File: config.mk
export PLATFORM = sky130hd
export DESIGN_NAME = pps_pager
export DESIGN_NICKNAME = d
export VERILOG_FILES = /design/src/rtl/pps_pkg.sv /design/src/rtl/pps_pager.sv /design/src/rtl/pps_dec.sv
export SDC_FILE = /design/constraint.sdc
export NUM_CORES = 1
export LEC_CHECK = 0
export BUFFER_PORTS_ARGS = -buffer_cell sky130_fd_sc_hd__buf_2
export CAP_MARGIN = 10
export CORE_UTILIZATION = 56
export CTS_CLUSTER_SIZE = 12
export DETAILED_ROUTE_END_ITERATION = 10
export HOLD_SLACK_MARGIN = 0.15
export PLACE_DENSITY = 0.8
export SLEW_MARGIN = 5
export SYNTH_ARGS = -nofsm -noshare
export SYNTH_HDL_FRONTEND = slang
export SYNTH_SLANG_ARGS = --single-unit
File: constraint.sdc
create_clock -name clk_i -period 3.7 [get_ports clk_i]
set_input_delay 0.185 -clock clk_i [delete_from_list [all_inputs] [get_ports clk_i]]
set_output_delay 0.185 -clock clk_i [all_outputs]
set_load 0.01 [all_outputs]
File: src/rtl/pps_pkg.sv
// Contract
// - One 32-bit word; top two bits give type
// - Fetch pointer steps by one per instruction
// - Accepted load-fetch code starts the pager; the code ignores it while operative_i is low
// - Source words follow move; fetch resumes after
// - Load-store instruction copies address into store pointer
// - Move writes from store pointer, consecutive locations
// - After move both pointers point past blocks
// - Move word count field is 14 bits
// - Combined form loads store pointer, then moves
// - Issue code; sense one skips, zero steps
// - Other accepted pager code drops own code
// - Branch loads fetch pointer, store pointer untouched
// - Halt-and-skip stops, fetch pointer two past
// - Skip passes over the next instruction
// - Halt stops, fetch pointer just past
// - Any accepted load-fetch code redirects fetching while operative
// - Any accepted stop code halts the pager
// - Codes are 19 bits, one at a time
// - Each page switched to exactly one bus
// - Two states, off and busy, sensed and set
// - Load-fetch when operative clears count, becomes busy
package pps_pkg;
   localparam int DATA_W = 32;
   localparam int ADDR_W = 16;
   localparam int CNT_W = 14;
   localparam int FC_W = 19;
   localparam int NPAGES = 3;

   // Instruction field positions, bit 31 of the word being its msb
   localparam int TYPE_HI = 31;
   localparam int TYPE_LO = 30;
   localparam int CNT_HI = 29;
   localparam int CNT_LO = 16;
   localparam int ADDR_HI = 15;
   localparam int ADDR_LO = 0;
   localparam int FC_HI = 18;
   localparam int FC_LO = 0;

   // Instruction types
   localparam logic [1:0] TYP_FC = 2'h0;
   localparam logic [1:0] TYP_LDPUT = 2'h1;
   localparam logic [1:0] TYP_MOVE = 2'h2;
   localparam logic [1:0] TYP_LDMOVE = 2'h3;

   // Function codes that act on the pager
   localparam logic [14:0] FC_STATE_TAG = 15'h0800;
   localparam int FC_STATE_TAG_LO = 4;
   localparam logic [2:0] FC_LGET_TAG = 3'h4;
   localparam int FC_LGET_TAG_LO = 16;
   localparam int ST_SENSE_BUSY = 0;
   localparam int ST_SENSE_OFF = 1;
   localparam int ST_NEW_BUSY = 2;
   localparam int ST_NEW_OFF = 3;

   // Page select codes
   localparam logic [1:0] PAGE_BAD = 2'h3;

   // Reset values
   localparam logic [ADDR_W-1:0] RST_FP = 16'h0000;
   localparam logic [ADDR_W-1:0] RST_SP = 16'h0000;
   localparam logic [CNT_W-1:0] RST_CNT = 14'h0000;

   typedef enum logic [1:0] {BUS_INSTR, BUS_PAGER, BUS_SEQ} pps_bus_t;
   typedef pps_bus_t [NPAGES-1:0] pps_page_map_t;
   localparam pps_bus_t RST_BUS = BUS_INSTR;

   typedef enum logic [2:0] {
      ST_FETCH, ST_FWAIT, ST_EXEC, ST_RD, ST_RDW, ST_WR, ST_WRW, ST_FC
   } pps_state_t;

   typedef struct packed {
      logic req;
      logic we;
      logic [ADDR_W-1:0] addr;
      logic [DATA_W-1:0] wdata;
   } pps_mem_req_t;

   typedef struct packed {
      logic req;
      logic [FC_W-1:0] code;
   } pps_fc_req_t;

   typedef struct packed {
      logic valid;
      logic own;
      logic [FC_W-1:0] code;
   } pps_fc_acc_t;

   typedef struct packed {
      logic [1:0] kind;
      logic [CNT_W-1:0] cnt;
      logic [ADDR_W-1:0] addr;
      logic [FC_W-1:0] code;
   } pps_instr_t;

   function automatic logic pps_is_state(input logic [FC_W-1:0] code);
      return code[FC_HI:FC_STATE_TAG_LO] == FC_STATE_TAG;
   endfunction

   function automatic logic pps_is_lget(input logic [FC_W-1:0] code);
      return code[FC_HI:FC_LGET_TAG_LO] == FC_LGET_TAG;
   endfunction
endpackage

File: src/rtl/pps_pager.sv
`timescale 1ns/1ps
module pps_pager
   import pps_pkg::*;
(
   // Clock, reset, enable
   input wire logic clk_i,
   input wire logic srst_i,
   input wire logic ce_i,
   // Status
   input wire logic operative_i,
   output logic busy_o,
   output logic [ADDR_W-1:0] fetch_ptr_o,
   output logic [ADDR_W-1:0] store_ptr_o,
   // Pager bus to control memory
   output pps_mem_req_t mem_o,
   input wire logic mem_ack_i,
   input wire logic [DATA_W-1:0] mem_rdata_i,
   // Function-code logic
   output pps_fc_req_t fc_o,
   input wire pps_fc_acc_t acc_i,
   input wire logic acc_sense_i,
   output logic acc_sense_o,
   // Page port switches
   input wire logic sw_valid_i,
   input wire logic [1:0] sw_page_i,
   input wire pps_bus_t sw_bus_i,
   output pps_page_map_t page_bus_o
);
   pps_state_t state_r, state_nxt;
   logic busy_r, busy_nxt;
   logic [ADDR_W-1:0] fp_r, fp_nxt;
   logic [ADDR_W-1:0] sp_r, sp_nxt;
   logic [CNT_W-1:0] cnt_r, cnt_nxt;
   logic [DATA_W-1:0] ir_r, ir_nxt;
   logic [DATA_W-1:0] buf_r, buf_nxt;
   logic pend_r, pend_nxt;
   logic [ADDR_W-1:0] pend_addr_r, pend_addr_nxt;
   pps_mem_req_t mem_r, mem_nxt;
   pps_fc_req_t fc_r, fc_nxt;
   logic sense_r, sense_nxt;
   pps_page_map_t page_r, page_nxt;

   pps_instr_t ins;
   logic acc_is_state;
   logic acc_is_lget;

   pps_dec u_dec (
      .instr_i(ir_r),
      .ins_o(ins),
      .code_i(acc_i.code),
      .is_state_o(acc_is_state),
      .is_lget_o(acc_is_lget)
   );

   // Sequencing steps only at word boundaries, never inside a memory access
   wire boundary = (state_r == ST_FETCH) || (state_r == ST_EXEC) || (state_r == ST_RD) ||
                   (state_r == ST_WR) || (state_r == ST_FC);
   wire run = busy_r && !pend_r;
   wire own_grant = acc_i.valid && acc_i.own && (state_r == ST_FC);
   wire acc_pager = acc_i.valid && (acc_is_state || acc_is_lget);
   wire other_hit = acc_pager && !acc_i.own && (state_r == ST_FC);
   wire state_hit = acc_i.valid && acc_is_state;
   wire lget_hit = acc_i.valid && acc_is_lget && operative_i;
   wire pend_apply = pend_r && boundary;
   wire state_sense = busy_r ? acc_i.code[ST_SENSE_BUSY] : acc_i.code[ST_SENSE_OFF];
   wire state_new = busy_r ? acc_i.code[ST_NEW_BUSY] : acc_i.code[ST_NEW_OFF];
   wire fc_sense = acc_is_state ? state_sense : (acc_is_lget ? 1'b0 : acc_sense_i);
   wire page_ok = sw_valid_i && (sw_page_i != PAGE_BAD);
   wire [ADDR_W-1:0] fp_inc = fp_r + 16'h0001;
   wire [ADDR_W-1:0] sp_inc = sp_r + 16'h0001;
   // Fetch already stepped past the code word, so a set sense bit adds the skip
   wire [ADDR_W-1:0] fp_sense = fp_r + {15'h0000, fc_sense};

   always_comb begin
      state_nxt = state_r;
      fp_nxt = fp_r;
      sp_nxt = sp_r;
      cnt_nxt = cnt_r;
      ir_nxt = ir_r;
      buf_nxt = buf_r;
      mem_nxt = mem_r;
      fc_nxt = fc_r;
      if (mem_r.req && mem_ack_i) begin
         mem_nxt.req = 1'b0;
         mem_nxt.we = 1'b0;
      end
      unique case (state_r)
         ST_FETCH: begin
            if (run) begin
               mem_nxt.req = 1'b1;
               mem_nxt.we = 1'b0;
               mem_nxt.addr = fp_r;
               state_nxt = ST_FWAIT;
            end
         end
         ST_FWAIT: begin
            if (mem_ack_i) begin
               ir_nxt = mem_rdata_i;
               fp_nxt = fp_inc;
               state_nxt = ST_EXEC;
            end
         end
         ST_EXEC: begin
            if (run) begin
               unique case (ins.kind)
                  TYP_FC: begin
                     fc_nxt.req = 1'b1;
                     fc_nxt.code = ins.code;
                     state_nxt = ST_FC;
                  end
                  TYP_LDPUT: begin
                     sp_nxt = ins.addr;
                     state_nxt = ST_FETCH;
                  end
                  TYP_MOVE: begin
                     cnt_nxt = ins.cnt;
                     state_nxt = ST_RD;
                  end
                  TYP_LDMOVE: begin
                     sp_nxt = ins.addr;
                     cnt_nxt = ins.cnt;
                     state_nxt = ST_RD;
                  end
               endcase
            end
         end
         ST_RD: begin
            if (run) begin
               if (cnt_r == RST_CNT) begin
                  state_nxt = ST_FETCH;
               end else begin
                  mem_nxt.req = 1'b1;
                  mem_nxt.we = 1'b0;
                  mem_nxt.addr = fp_r;
                  state_nxt = ST_RDW;
               end
            end
         end
         ST_RDW: begin
            if (mem_ack_i) begin
               buf_nxt = mem_rdata_i;
               fp_nxt = fp_inc;
               state_nxt = ST_WR;
            end
         end
         ST_WR: begin
            if (run) begin
               mem_nxt.req = 1'b1;
               mem_nxt.we = 1'b1;
               mem_nxt.addr = sp_r;
               mem_nxt.wdata = buf_r;
               state_nxt = ST_WRW;
            end
         end
         ST_WRW: begin
            if (mem_ack_i) begin
               sp_nxt = sp_inc;
               cnt_nxt = cnt_r - 14'h0001;
               state_nxt = ST_RD;
            end
         end
         ST_FC: begin
            if (own_grant) begin
               fc_nxt.req = 1'b0;
               fp_nxt = fp_sense;
               state_nxt = ST_FETCH;
            end else if (other_hit) begin
               fc_nxt.req = 1'b0;
               state_nxt = ST_FETCH;
            end
         end
      endcase
      // A pending load-fetch overrides the step at the next word boundary
      if (pend_apply) begin
         fp_nxt = pend_addr_r;
         cnt_nxt = RST_CNT;
         fc_nxt.req = 1'b0;
         state_nxt = ST_FETCH;
      end
   end

   always_comb begin
      pend_nxt = pend_r;
      pend_addr_nxt = pend_addr_r;
      busy_nxt = busy_r;
      sense_nxt = sense_r;
      if (pend_apply) begin
         pend_nxt = 1'b0;
         busy_nxt = 1'b1;
      end
      if (lget_hit) begin
         pend_nxt = 1'b1;
         pend_addr_nxt = acc_i.code[ADDR_HI:ADDR_LO];
      end
      if (state_hit) begin
         busy_nxt = state_new && (busy_r || operative_i);
      end
      if (acc_pager) begin
         sense_nxt = acc_is_state ? state_sense : 1'b0;
      end
      page_nxt = page_r;
      if (page_ok) begin
         page_nxt[sw_page_i] = sw_bus_i;
      end
   end

   always_ff @(posedge clk_i) begin
      if (srst_i) begin
         state_r <= ST_FETCH;
         busy_r <= 1'b0;
         fp_r <= RST_FP;
         sp_r <= RST_SP;
         cnt_r <= RST_CNT;
         ir_r <= '0;
         buf_r <= '0;
         pend_r <= 1'b0;
         pend_addr_r <= RST_FP;
         mem_r <= '0;
         fc_r <= '0;
         sense_r <= 1'b0;
         page_r <= '{NPAGES{RST_BUS}};
      end else if (ce_i) begin
         state_r <= state_nxt;
         busy_r <= busy_nxt;
         fp_r <= fp_nxt;
         sp_r <= sp_nxt;
         cnt_r <= cnt_nxt;
         ir_r <= ir_nxt;
         buf_r <= buf_nxt;
         pend_r <= pend_nxt;
         pend_addr_r <= pend_addr_nxt;
         mem_r <= mem_nxt;
         fc_r <= fc_nxt;
         sense_r <= sense_nxt;
         page_r <= page_nxt;
      end
   end

   assign busy_o = busy_r;
   assign fetch_ptr_o = fp_r;
   assign store_ptr_o = sp_r;
   assign mem_o = mem_r;
   assign fc_o = fc_r;
   assign acc_sense_o = sense_r;
   assign page_bus_o = page_r;
endmodule

File: src/rtl/pps_dec.sv
`timescale 1ns/1ps
module pps_dec
   import pps_pkg::*;
(
   // Instruction word
   input wire logic [DATA_W-1:0] instr_i,
   output pps_instr_t ins_o,
   // Accepted function code
   input wire logic [FC_W-1:0] code_i,
   output logic is_state_o,
   output logic is_lget_o
);
   assign ins_o.kind = instr_i[TYPE_HI:TYPE_LO];
   assign ins_o.cnt = instr_i[CNT_HI:CNT_LO];
   assign ins_o.addr = instr_i[ADDR_HI:ADDR_LO];
   assign ins_o.code = instr_i[FC_HI:FC_LO];
   assign is_state_o = pps_is_state(code_i);
   assign is_lget_o = pps_is_lget(code_i);
endmodule

==> impl_results.rst, run 1 <==
.. list-table::
   :header-rows: 1

   * - Metric
     - Value
   * - Post-CTS resize count
     - 0
   * - IO Pins
     - 174
   * - Final critical-path required period
     - 2877 ps
   * - Top achievable clock speed
     - 347.6 MHz
   * - Post-Synthesis Cell Area
     - 9279 um2
   * - Fraction of registers with async set/reset
     - 0
   * - Floorplan die height
     - 130.7 um
   * - Port Buffers
     - 173
   * - First-pass GRT wire length
     - 41.57 mm
   * - H-tree lvl count
     - 1
   * - Unrepaired setup endpoints after global routing
     - no
   * - Length in cells of the worst reg-to-reg path
     - 9
   * - Outcome
     - finished clean
   * - Standby leakage power
     - 4.246 nW
   * - Maximum fanout along the worst path
     - 6
   * - Layout cells sized above 1
     - 0.1662
   * - Reg2reg setup slack
     - 890 ps
   * - Worst setup skew after layout
     - 10.76 ps
   * - Most used cells in the layout excluding fill and tap cells
     - nand2_1 (320), dfxtp_1 (208), a21oi_1 (189)
   * - Portion of the clock cycle consumed by the worst path in the final layout
     - 0.7775
   * - Critical path startpoint category
     - primary input
   * - Total core area
     - 16,060 um2
   * - Hold slack final
     - approximately 160 ps
   * - Cell count after synthesis
     - ~1,200
   * - Data arrival time of the critical path
     - 3210 ps
   * - Worst R2R End
     - fetch_ptr_o[12]$_SDFFE_PP0P_
   * - Kind of capture point of the worst setup path
     - flip-flop
   * - Reg-to-Reg Start
     - state_r[2]$_SDFFE_PP0P_
   * - Synth warnings
     - 0
   * - Final net count
     - approximately 1,500
   * - Number of synthesized register bits
     - roughly 210
   * - Diodes inserted
     - 0
   * - Post-synth EDFFs
     - 0
   * - Sequential-to-total area share from yosys stat
     - 0.4488
   * - Number of distinct standard cells referenced by the synthesized netlist
     - 64
   * - Total number of vias
     - ~9,500
   * - Maximum number of pins on one net before global-route repair
     - 148
   * - Placement row count
     - 46
   * - Peak VDD IR
     - ~0.00031 V
   * - Power density over the cells
     - 397.2 nW/um2
   * - Clock root buffer
     - clkbuf_16
   * - Detailed-route DRC error count
     - 0
   * - DPL Wire Length
     - 16.57 mm
   * - Final-layout setup total negative slack
     - 0 ps
   * - CTS tree
     - yes
   * - Width of the die
     - 130.7 um
   * - Syn Area/Cell
     - 7.612 um2
   * - Worst setup path endpoint
     - fetch_ptr_o[12]$_SDFFE_PP0P_
   * - Number of DRC markers in iteration 0
     - 760
   * - Rel. slew slack
     - 0.2570
   * - Measured slew at the worst slew-check pin
     - 1110 ps
   * - Clock sink count
     - 208
   * - Largest buffer count on any clock path
     - 3
   * - Final setup violation count
     - 0
   * - Hold WC Path Type
     - primary input to flip-flop
   * - Number of optimization iterations in the first detailed-route pass
     - 5
   * - Reported max-cap violation count
     - 0
   * - Total global routing track utilization
     - 0.3026
   * - CP Class
     - primary input to flip-flop
   * - Remaining antenna violation count after routing
     - 0
   * - Number of vias per cell after detailed routing
     - 5.865
   * - Number of global-route vias before repair
     - 8,600
   * - Clock transition time at the flip-flop clock pins of the worst setup and hold paths
     - 60 ps
   * - Required time at the endpoint of the critical path
     - 4030 ps
   * - Number of buffers inserted during clock tree synthesis
     - 22
   * - Number of fillers in the final layout
     - 1,288
   * - Clk Latency, worst-skew pair
     - 500 ps
   * - Initial Util
     - 0.5778
   * - Synth-to-layout area growth
     - 23.88%
   * - Count of endpoints failing hold in the final timing report
     - 0
   * - Most frequent standard cell in the layout excluding fill and tap cells
     - nand2_1
   * - Main synth FF type
     - dfxtp_1
   * - Source of the critical timing path
     - acc_i[4]
   * - Detailed-route wire length per cell
     - 16.00 um
   * - Final Max Tran Viols
     - 0
   * - Area enclosed by the die boundary
     - 17,090 um2
   * - Last weighted congestion value of the routability-driven placer
     - 0.8843
   * - Syn Nets
     - approximately 1,300
   * - Antenna violations before repair
     - 0
   * - Global route overflow
     - 0
   * - Total wirelength of the detailed-routed design
     - 25.99 mm
   * - Overall Power
     - 0.004566 W
## repair_timing
item / CTS / global route
hold buffers: 61 / 0
endpoints found under the hold margin: 88 / 0
setup endpoints to repair: 0 / 0
setup buffers: 0 / 0
## worst max-delay path, cell delays in order
cell	delay, ps
dlygate4sd3_1	530
buf_2	130
nor4_1	350
nand4_1	260
a21boi_0	220
a2111o_1	430
ha_1	200
ha_1	220
nand4_1	130
nor2_1	120
a31o_2	240
a21oi_1	130
a211oi_1	60
## Yosys cell counts (4+ instances only)
cell / number / area, um2
o22ai_1: 5 / 31.28
a21o_1: 4 / 30.03
dfxtp_1: 208 / 4164
mux2i_1: 8 / 80.08
a221oi_1: 16 / 140.1
clkbuf_1: 91 / 341.6
ha_1: 4 / 50.05
o21a_1: 5 / 37.54
a211oi_1: 27 / 202.7
nor3b_1: 8 / 60.06
nand2b_1: 9 / 56.30
nand2_1: 320 / 1201
nor3_1: 19 / 95.09
o21ai_0: 49 / 245.2
nor2b_1: 5 / 31.28
inv_1: 24 / 90.09
a21oi_1: 189 / 945.9
and4_1: 5 / 43.79
a311oi_1: 4 / 35.03
a31oi_1: 6 / 37.54
a22o_1: 22 / 192.7
and3_1: 4 / 25.02
nor2_1: 57 / 214.0
nor4_1: 12 / 75.07
and2_1: 6 / 37.54
nand4_1: 12 / 75.07
or3_1: 9 / 56.30
nand3_1: 27 / 135.1
o31ai_1: 4 / 30.03
## power by group
group          switching, W  internal (W)
Combinational     0.0000984     0.0000850
Clock              0.000850       0.00128
Sequential       0.00000623       0.00225
## layout make-up
cell class	instances	area, um2	share of cell area
clock buffer	35	660.6	0.05747
clock inverter	1	30.03	0.002612
inverter	24	90.09	0.007837
multi-input combinational	888	4642	0.4038
sequential	208	4164	0.3622
tap	216	270.3	0.02351
timing repair buffer	252	1638	0.1425
## routing by layer
metal | wire [um] | up-vias | part of all wire | global-route usage
li1 | - | 4619 | - | -
met1 | 11050 | 4468 | 0.43 | 0.3969
met2 | 12490 | 373 | 0.48 | 0.5058
met3 | 1640 | 64 | 0.063 | 0.04112
met4 | 809 | 0 | 0.031 | 0.1156
met5 | 0 | - | 0 | 0
## sequential cells by signal, summed over array words and instances, names as in the netlist, 6 cells and up
| register | cells |
|---|---|
| fetch_ptr_o | 16 |
| fc_o | 20 |
| store_ptr_o | 16 |
| mem_o | 50 |
| ir_r | 32 |
| page_bus_o | 6 |
| pend_addr_r | 16 |
| cnt_r | 14 |
| buf_r | 32 |
## per-stage QoR
| stage | worst slack, ps | instance area (um2) | utilization | instances |
|---|---|---|---|---|
| after CTS | 879.4 | 11480 | 0.7149 | 1623 |
| after global routing | 600.6 | 11490 | 0.7158 | 1624 |
| after floorplan | 1104 | 9279 | - | 1219 |
| final | 823.1 | 11490 | 0.7158 | 1624 |
| after global placement | 935.4 | 10180 | 0.6339 | 1526 |
| after detailed placement | 933.0 | 10180 | 0.6339 | 1526 |
## logic make-up (layout without fill, tap and decap cells)
logic type / Yosys count / in the layout / synth area share
AND/OR/NAND/NOR: 510 / 510 / 0.2420
AO/OA/AOI/OAI: 363 / 363 / 0.2381
buffers and inverters: 123 / 312 / 0.05394
flip-flops: 208 / 208 / 0.4488
multiplexers: 9 / 9 / 0.009844
adder cells (fa/ha/maj): 4 / 4 / 0.005394
XOR/XNOR: 2 / 2 / 0.001888
## worst min path at each step
stage | slack [ps] | cells after the start | endpoint | start
after floorplan | 320 | 2 | pend_addr_r[10]$_SDFFE_PP0P_ | acc_i[10]
final | 160 | 3 | busy_o$_SDFFE_PP0P_ | ce_i
after global placement | 440 | 2 | fc_o[13]$_SDFFE_PP0P_ | fc_o[13]$_SDFFE_PP0P_
after CTS | 160 | 4 | pend_r$_SDFFE_PP0P_ | ce_i
after detailed placement | 440 | 2 | mem_o[1]$_SDFFE_PP0P_ | buf_r[1]$_SDFFE_PP0P_
after global routing | 190 | 3 | busy_o$_SDFFE_PP0P_ | ce_i
Power figures use the tool's default switching activity.
==> run 2: changes to the inputs <==
--- a/config.mk
+++ b/config.mk
@@ -5,6 +5,7 @@
 export SDC_FILE = /design/constraint.sdc
 export NUM_CORES = 1
 export LEC_CHECK = 0
+export ABC_AREA = 1
 export BUFFER_PORTS_ARGS = -buffer_cell sky130_fd_sc_hd__buf_2
 export CAP_MARGIN = 10
 export CORE_UTILIZATION = 56
==> constraint.sdc (replaced) <==
create_clock -name clk_i -period 2.85 [get_ports clk_i]
set_input_delay 0.1425 -clock clk_i [delete_from_list [all_inputs] [get_ports clk_i]]
set_output_delay 0.1425 -clock clk_i [all_outputs]
set_load 0.01 [all_outputs]
==> impl_results.rst, run 2 <==
.. list-table::
   :header-rows: 1

   * - Metric
     - Value
   * - Maximum number of pins on one net before global-route repair
     - around 140
   * - Cell-by-cell trace of the critical path
     - dlygate4sd3_1 > buf_4 > nand3_1 > nor2_2 > dlygate4sd3_1 > inv_1 > nor2_1 > dlygate4sd3_1 > nor2_1 > dlygate4sd3_1
   * - Last weighted congestion value of the routability-driven placer
     - 0.9012
   * - H-tree lvl count
     - 1
   * - Total number of vias
     - 9,593
   * - Hold WC Path Type
     - primary input to flip-flop
   * - Largest buffer count on any clock path
     - 3
   * - Floorplan die height
     - 132.0 um
   * - Most used cells in the layout excluding fill and tap cells
     - nand2_1 (242), dfxtp_1 (208), o21ai_0 (187)
   * - Total wirelength of the detailed-routed design
     - 26.46 mm
   * - Post-Synthesis Cell Area
     - 9470 um2
   * - Synth top area cells
     - dfxtp_1 (44%), o21ai_0 (9.9%), nand2_1 (9.6%)
   * - Final-layout setup total negative slack
     - 0 ps
   * - Required time at the endpoint of the critical path
     - 3240 ps
   * - CP Class
     - primary input to flip-flop
   * - Critical path startpoint category
     - primary input
   * - Placed instance count
     - 1,661
   * - Total global routing track utilization
     - 0.3006
   * - Power density over the cells
     - about 580 nW/um2
   * - Clock transition time at the flip-flop clock pins of the worst setup and hold paths
     - 60 ps
   * - Rel. slew slack
     - 0.6209
   * - Sequential-to-total area share from yosys stat
     - 0.4397
   * - IO Pins
     - 174
   * - Global route overflow
     - 0
   * - Number of global-route vias before repair
     - 8,839
   * - Area enclosed by the die boundary
     - 17,440 um2
   * - Peak VDD IR
     - between 0.0004 and 0.0005 V
   * - Port Buffers
     - 173
   * - Most common library cells after synthesis
     - nand2_1 (242), dfxtp_1 (208), o21ai_0 (187), nor2_1 (183), a21oi_1 (157)
   * - Clock sink count
     - ~210
   * - Detailed-route DRC error count
     - 0
   * - Final setup violation count
     - 0
   * - Main synth FF type
     - dfxtp_1
   * - Outcome
     - finished clean
   * - Number of vias per cell after detailed routing
     - 5.451
   * - Standby leakage power
     - 5.045 nW
   * - Top achievable clock speed
     - approximately 360 MHz
   * - Count of endpoints failing hold in the final timing report
     - 0
   * - Most frequent cell on the critical path
     - dlygate4sd3_1
   * - Kind of capture point of the worst setup path
     - flip-flop
   * - Number of optimization iterations in the first detailed-route pass
     - 5
   * - Fin worst setup slack
     - between 90 and 100 ps
   * - Top Metal Used
     - met4
   * - Placement row count
     - 47
   * - Total core area
     - approximately 17,000 um2
   * - Syn Nets
     - 1,394
   * - Detailed-route wire length per cell
     - 15.03 um
   * - Hold Crit Start
     - acc_i[20]
   * - Width of the die
     - 132.0 um
   * - Final Max Tran Viols
     - 0
   * - Flip-flop count of the largest register, all copies and words added
     - 50
   * - Portion of the clock cycle consumed by the worst path in the final layout
     - 0.9655
   * - Post-Route M1 WL
     - 11.44 mm
   * - First-pass GRT wire length
     - 43.42 mm
   * - Leading area contributor after synthesis
     - dfxtp_1
   * - Post-synth EDFFs
     - 0
   * - Maximum fanout along the worst path
     - 14
   * - Remaining antenna violation count after routing
     - 0
   * - Critical path's largest stage delay
     - 620 ps
   * - Synth-to-layout area growth
     - 23.45%
   * - Clock root buffer
     - clkbuf_16
   * - Initial Util
     - 0.5731
   * - Fraction of registers with async set/reset
     - 0
   * - Worst setup skew after layout
     - 13.29 ps
   * - Top-area cell type share of the netlist area
     - 0.4397
   * - CTS tree
     - yes
   * - DPL Wire Length
     - 16.99 mm
   * - Crit path max-delay cell type
     - dlygate4sd3_1
   * - Pre-CTS setup slack
     - 464.6 ps
   * - Antenna violations before repair
     - 0
   * - Cell count after synthesis
     - roughly 1,300
   * - Layout cells sized above 1
     - 0.1773
   * - Number of distinct standard cells referenced by the synthesized netlist
     - 46
   * - Unrepaired setup endpoints after global routing
     - no
   * - Number of buffers added for setup after CTS
     - 0
   * - Reg-to-Reg Start
     - state_r[2]$_SDFFE_PP0P_
   * - Data arrival time of the critical path
     - 3140 ps
   * - Reported max-cap violation count
     - 0
   * - Most frequent standard cell in the layout excluding fill and tap cells
     - nand2_1
   * - Diodes inserted
     - 0
   * - Synth warnings
     - 0
   * - Final critical-path required period
     - ~2800 ps
   * - Clk Latency, worst-skew pair
     - 510 ps
   * - Final net count
     - 1,596
   * - Total met3 wirelength after detailed routing
     - 1.979 mm
   * - Measured slew at the worst slew-check pin
     - 568.6 ps
   * - Number of buffers inserted during clock tree synthesis
     - 23
   * - Number of synthesized register bits
     - around 210
   * - Final non-filler cell total
     - 1,760
   * - Syn Area/Cell
     - 7.142 um2
   * - Metal2 WL
     - 12.33 mm
   * - Most repeated cell in the gate-level netlist after synthesis
     - nand2_1
   * - Number of DRC markers in iteration 0
     - ~760
   * - Source of the critical timing path
     - ce_i
-- run 2: cells by family (layout without fill, tap and decap cells) --
group | count (synthesis) | count (layout) | share of synthesized area
compound gates | 382 | 382 | 0.2126
xor+xnor | 9 | 9 | 0.008323
fa+ha+maj | 4 | 4 | 0.005285
buf+inv | 187 | 401 | 0.08958
flops | 208 | 208 | 0.4397
simple gates | 536 | 536 | 0.2446
-- run 2: per-layer routing --
layer  global-route usage  up-vias
met1               0.4030     4336
met5                    0        -
met2               0.4906      424
met3              0.04614       70
li1                     -     4763
met4               0.1098        0
-- run 2: worst max-delay path: cells and delay by family --
kind	cells	cell delay [ps]
AND/OR/NAND/NOR	4	420
buffers and inverters	6	2560
-- run 2: layout make-up --
type | instances | area, um2
inverter | 113 | 440.4
clock inverter | 6 | 88.84
clock buffer | 31 | 635.6
fill | 1351 | 4833
tap | 220 | 275.3
multi-input combinational | 931 | 4466
timing repair buffer | 251 | 1622
sequential | 208 | 4164
-- run 2: timing repair --
| action | in CTS | in global routing |
|---|---|---|
| endpoints found under the hold margin | 90 | 0 |
| resized for setup | 0 | 4 |
| hold buffers | 62 | 0 |
| setup endpoints to repair | 0 | 2 |
-- run 2: final timing paths --
path / to / slack, ps / depth (start not counted)
setup reg to reg: busy_o$_SDFFE_PP0P_ / 220 / 9
setup / recovery: page_bus_o[5]$_SDFFE_PP0P_ / 100 / 10
hold / removal: acc_sense_o$_SDFFE_PP0P_ / 170 / 5
hold reg to reg: page_bus_o[2]$_SDFFE_PP0P_ / 450 / 2
-- run 2: power by group --
part           switching, W  internal [W]
Sequential        0.0000910       0.00298
Combinational      0.000517      0.000321
Clock               0.00116       0.00173
-- run 2: metrics by stage --
step                      hold WS [ps]  instance area, um2  utilization  power [W]
after floorplan                  277.4                9470            -   0.003687
after global placement           380.6               10340       0.6255   0.003878
after detailed placement         388.0               10340       0.6255   0.003889
after CTS                        157.6               11680       0.7069   0.006813
after global routing             216.0               11690       0.7075   0.007068
final                            170.3               11690       0.7075   0.006807
==> run 3: changes to the inputs <==
--- a/config.mk
+++ b/config.mk
@@ -5,7 +5,6 @@
 export SDC_FILE = /design/constraint.sdc
 export NUM_CORES = 1
 export LEC_CHECK = 0
-export ABC_AREA = 1
 export BUFFER_PORTS_ARGS = -buffer_cell sky130_fd_sc_hd__buf_2
 export CAP_MARGIN = 10
 export CORE_UTILIZATION = 56
==> impl_results.rst, run 3 (same netlist as run 1, synthesis figures left out) <==
.. list-table::
   :header-rows: 1

   * - Metric
     - Value
   * - Switching power share of the total
     - 0.2135
   * - Top achievable clock speed
     - 374.6 MHz
   * - Number of vias per cell after detailed routing
     - just under 6
   * - Most frequent standard cell in the layout excluding fill and tap cells
     - nand2_1
   * - Seq pwr share
     - 0.493
   * - Clock transition time at the flip-flop clock pins of the worst setup and hold paths
     - 60 ps
   * - Standby leakage power
     - around 4.3 nW
   * - Maximum fanout along the worst path
     - 6
   * - Count of endpoints failing hold in the final timing report
     - 0
   * - IO Pins
     - 174
   * - Kind of capture point of the worst setup path
     - flip-flop
   * - Placement row count
     - 46
   * - Final net count
     - 1,482
   * - Final critical-path required period
     - 2670 ps
   * - Maximum number of pins on one net before global-route repair
     - 115
   * - Synth-to-layout area growth
     - 26.01%
   * - Hold slack final
     - approximately 160 ps
   * - Rel. slew slack
     - 0.2177
   * - Width of the die
     - 130.7 um
   * - Peak VDD IR
     - about 0.00042 V
   * - Overall Power
     - 0.005930 W
   * - Number of fillers in the final layout
     - 1,226
   * - Layout cells sized above 1
     - 0.1789
   * - Unrepaired setup endpoints after global routing
     - no
   * - Number of buffers inserted during clock tree synthesis
     - 22
   * - Hold worst-path end
     - mem_o[48]$_SDFFE_PP0P_
   * - Worst setup skew after layout
     - between 9 and 10 ps
   * - CTS tree
     - yes
   * - Largest buffer count on any clock path
     - 3
   * - First-pass GRT wire length
     - 42.99 mm
   * - DPL Wire Length
     - 17.37 mm
   * - Portion of the clock cycle consumed by the worst path in the final layout
     - 0.9367
   * - Length in cells of the worst reg-to-reg path
     - 7
   * - Worst R2R End
     - mem_o[43]$_SDFFE_PP0P_
   * - Global route overflow
     - 0
   * - Floorplan die height
     - approximately 130 um
   * - Port Buffers
     - between 150 and 200
   * - Antenna violations before repair
     - 0
   * - Total global routing track utilization
     - 0.3128
   * - Last weighted congestion value of the routability-driven placer
     - 0.8809
   * - Number of DRC markers in iteration 0
     - 862
   * - Most used cells in the layout excluding fill and tap cells
     - nand2_1 (320), dfxtp_1 (208), a21oi_1 (189)
   * - Total core area
     - around 16,000 um2
   * - Number of global-route vias before repair
     - 8,818
   * - Power density over the cells
     - 507.2 nW/um2
   * - Total number of vias
     - around 9,700
   * - Clock root buffer
     - clkbuf_16
   * - Detailed-route wire length per cell
     - about 16 um
   * - Detailed-route DRC error count
     - 0
   * - Combinational Power Share
     - 0.042
   * - Clk Latency, worst-skew pair
     - 510 ps
   * - Measured slew at the worst slew-check pin
     - 1168 ps
   * - Final core utilization
     - 0.7281
   * - Required time at the endpoint of the critical path
     - 3200 ps
   * - Hold WC Path Type
     - primary input to flip-flop
   * - Final setup violation count
     - 0
   * - Diodes inserted
     - 0
   * - Number of optimization iterations in the first detailed-route pass
     - 5
   * - Initial Util
     - 0.5778
   * - Number of buffers added for setup after CTS
     - 0
   * - Reported max-cap violation count
     - 0
   * - Remaining antenna violation count after routing
     - 0
   * - Final-layout setup total negative slack
     - 0 ps
   * - Hold Crit Start
     - mem_ack_i
   * - Flip-flop count of the largest register, all copies and words added
     - 50
   * - Outcome
     - finished clean
   * - Total wirelength of the detailed-routed design
     - roughly 27 mm
   * - Reg-to-Reg Start
     - cnt_r[0]$_SDFFE_PP0P_
   * - Reg2reg setup slack
     - 210 ps
   * - Final Max Tran Viols
     - 0
   * - Psw
     - 0.001266 W
   * - Power Internal
     - 0.004664 W
   * - Critical path startpoint category
     - primary input
   * - Data arrival time of the critical path
     - 3020 ps
   * - H-tree lvl count
     - 1
   * - Area enclosed by the die boundary
     - 17,090 um2
   * - CP Class
     - primary input to flip-flop
   * - Number of instances on the worst hold path
     - 4
   * - Clock sink count
     - 208
   * - Relative contribution of the clock network to total power
     - 0.465
-- run 3: cell count changes in the layout (fill, tap and decap cells not counted), sizes merged, moves of 12 or more --
cell	previous run	this run
a22o	0	22
nor4	0	12
a221oi	0	16
nor2	190	57
buf	189	207
nand2	249	320
nand3	58	27
inv	112	24
o21ai	197	49
a21oi	162	189
a211oi	4	27
-- run 3: how the worst max path moves through the flow --
| stage | start | endpoint | slack (ps) |
|---|---|---|---|
| after global placement | acc_i[4] | fetch_ptr_o[12]$_SDFFE_PP0P_ | 270 |
| after floorplan | state_r[2]$_SDFFE_PP0P_ | fetch_ptr_o[12]$_SDFFE_PP0P_ | 250 |
| after global routing | acc_i[4] | fetch_ptr_o[14]$_SDFFE_PP0P_ | 20 |
| after detailed placement | acc_i[4] | fetch_ptr_o[14]$_SDFFE_PP0P_ | 220 |
| after CTS | acc_i[4] | fetch_ptr_o[14]$_SDFFE_PP0P_ | 160 |
| final | acc_i[4] | fetch_ptr_o[12]$_SDFFE_PP0P_ | 180 |
-- run 3: metrics by stage --
stage                     cells  setup slack, ps  area, um2
after floorplan            1219            253.7       9279
after global placement     1543            266.7      10340
after detailed placement   1543            215.9      10340
after CTS                  1641            163.6      11650
after global routing       1641            18.75      11690
final                      1641            180.4      11690
-- run 3: layer usage --
| metal | wire (um) | vias to the layer above | track usage |
|---|---|---|---|
| met5 | 0 | - | 0 |
| met4 | 658 | 0 | 0.1170 |
| met3 | 1847 | 51 | 0.04845 |
| met2 | 13290 | 409 | 0.5338 |
| met1 | 11280 | 4544 | 0.3987 |
| li1 | - | 4651 | - |
-- run 3: what timing repair did --
action	in CTS	in global routing
endpoints found under the hold margin	89	0
setup endpoints to repair	0	8
hold buffers	63	0
gates resized for setup	0	8
-- run 3: power groups by stage --
| stage | clock, W | sequential, W | combinational (W) |
|---|---|---|---|
| 3_3_place_gp | 0 | 0.00299 | 0.000177 |
| 4_1_cts | 0.00279 | 0.00292 | 0.000239 |
| 3_5_place_dp | 0 | 0.00299 | 0.000177 |
| 2_1_floorplan | 0 | 0.00298 | 0.0000890 |
| 5_1_grt | 0.00290 | 0.00292 | 0.000268 |
| 6_report | 0.00276 | 0.00292 | 0.000250 |
-- run 3: final cells by class --
class	instances	area, um2	share of cell area
Clock inverter	2	35.03	0.002996
Inverter	24	90.09	0.007705
Multi-Input combinational cell	888	4682	0.4004
Tap cell	216	270.3	0.02311
Sequential cell	208	4164	0.3561
Clock buffer	33	643.1	0.05500
Timing Repair Buffer	270	1808	0.1546
-- run 3: worst max-delay path, stage by stage --
cell and delay [ps]:
dlygate4sd3_1 560, buf_2 160, nor4_4 290, nand4_1 160, a21boi_1 170, a2111o_1 410
ha_1 220, ha_1 230, nand4_1 170, nor2_4 80, a31o_2 230, a21oi_1 130
a211oi_1 60
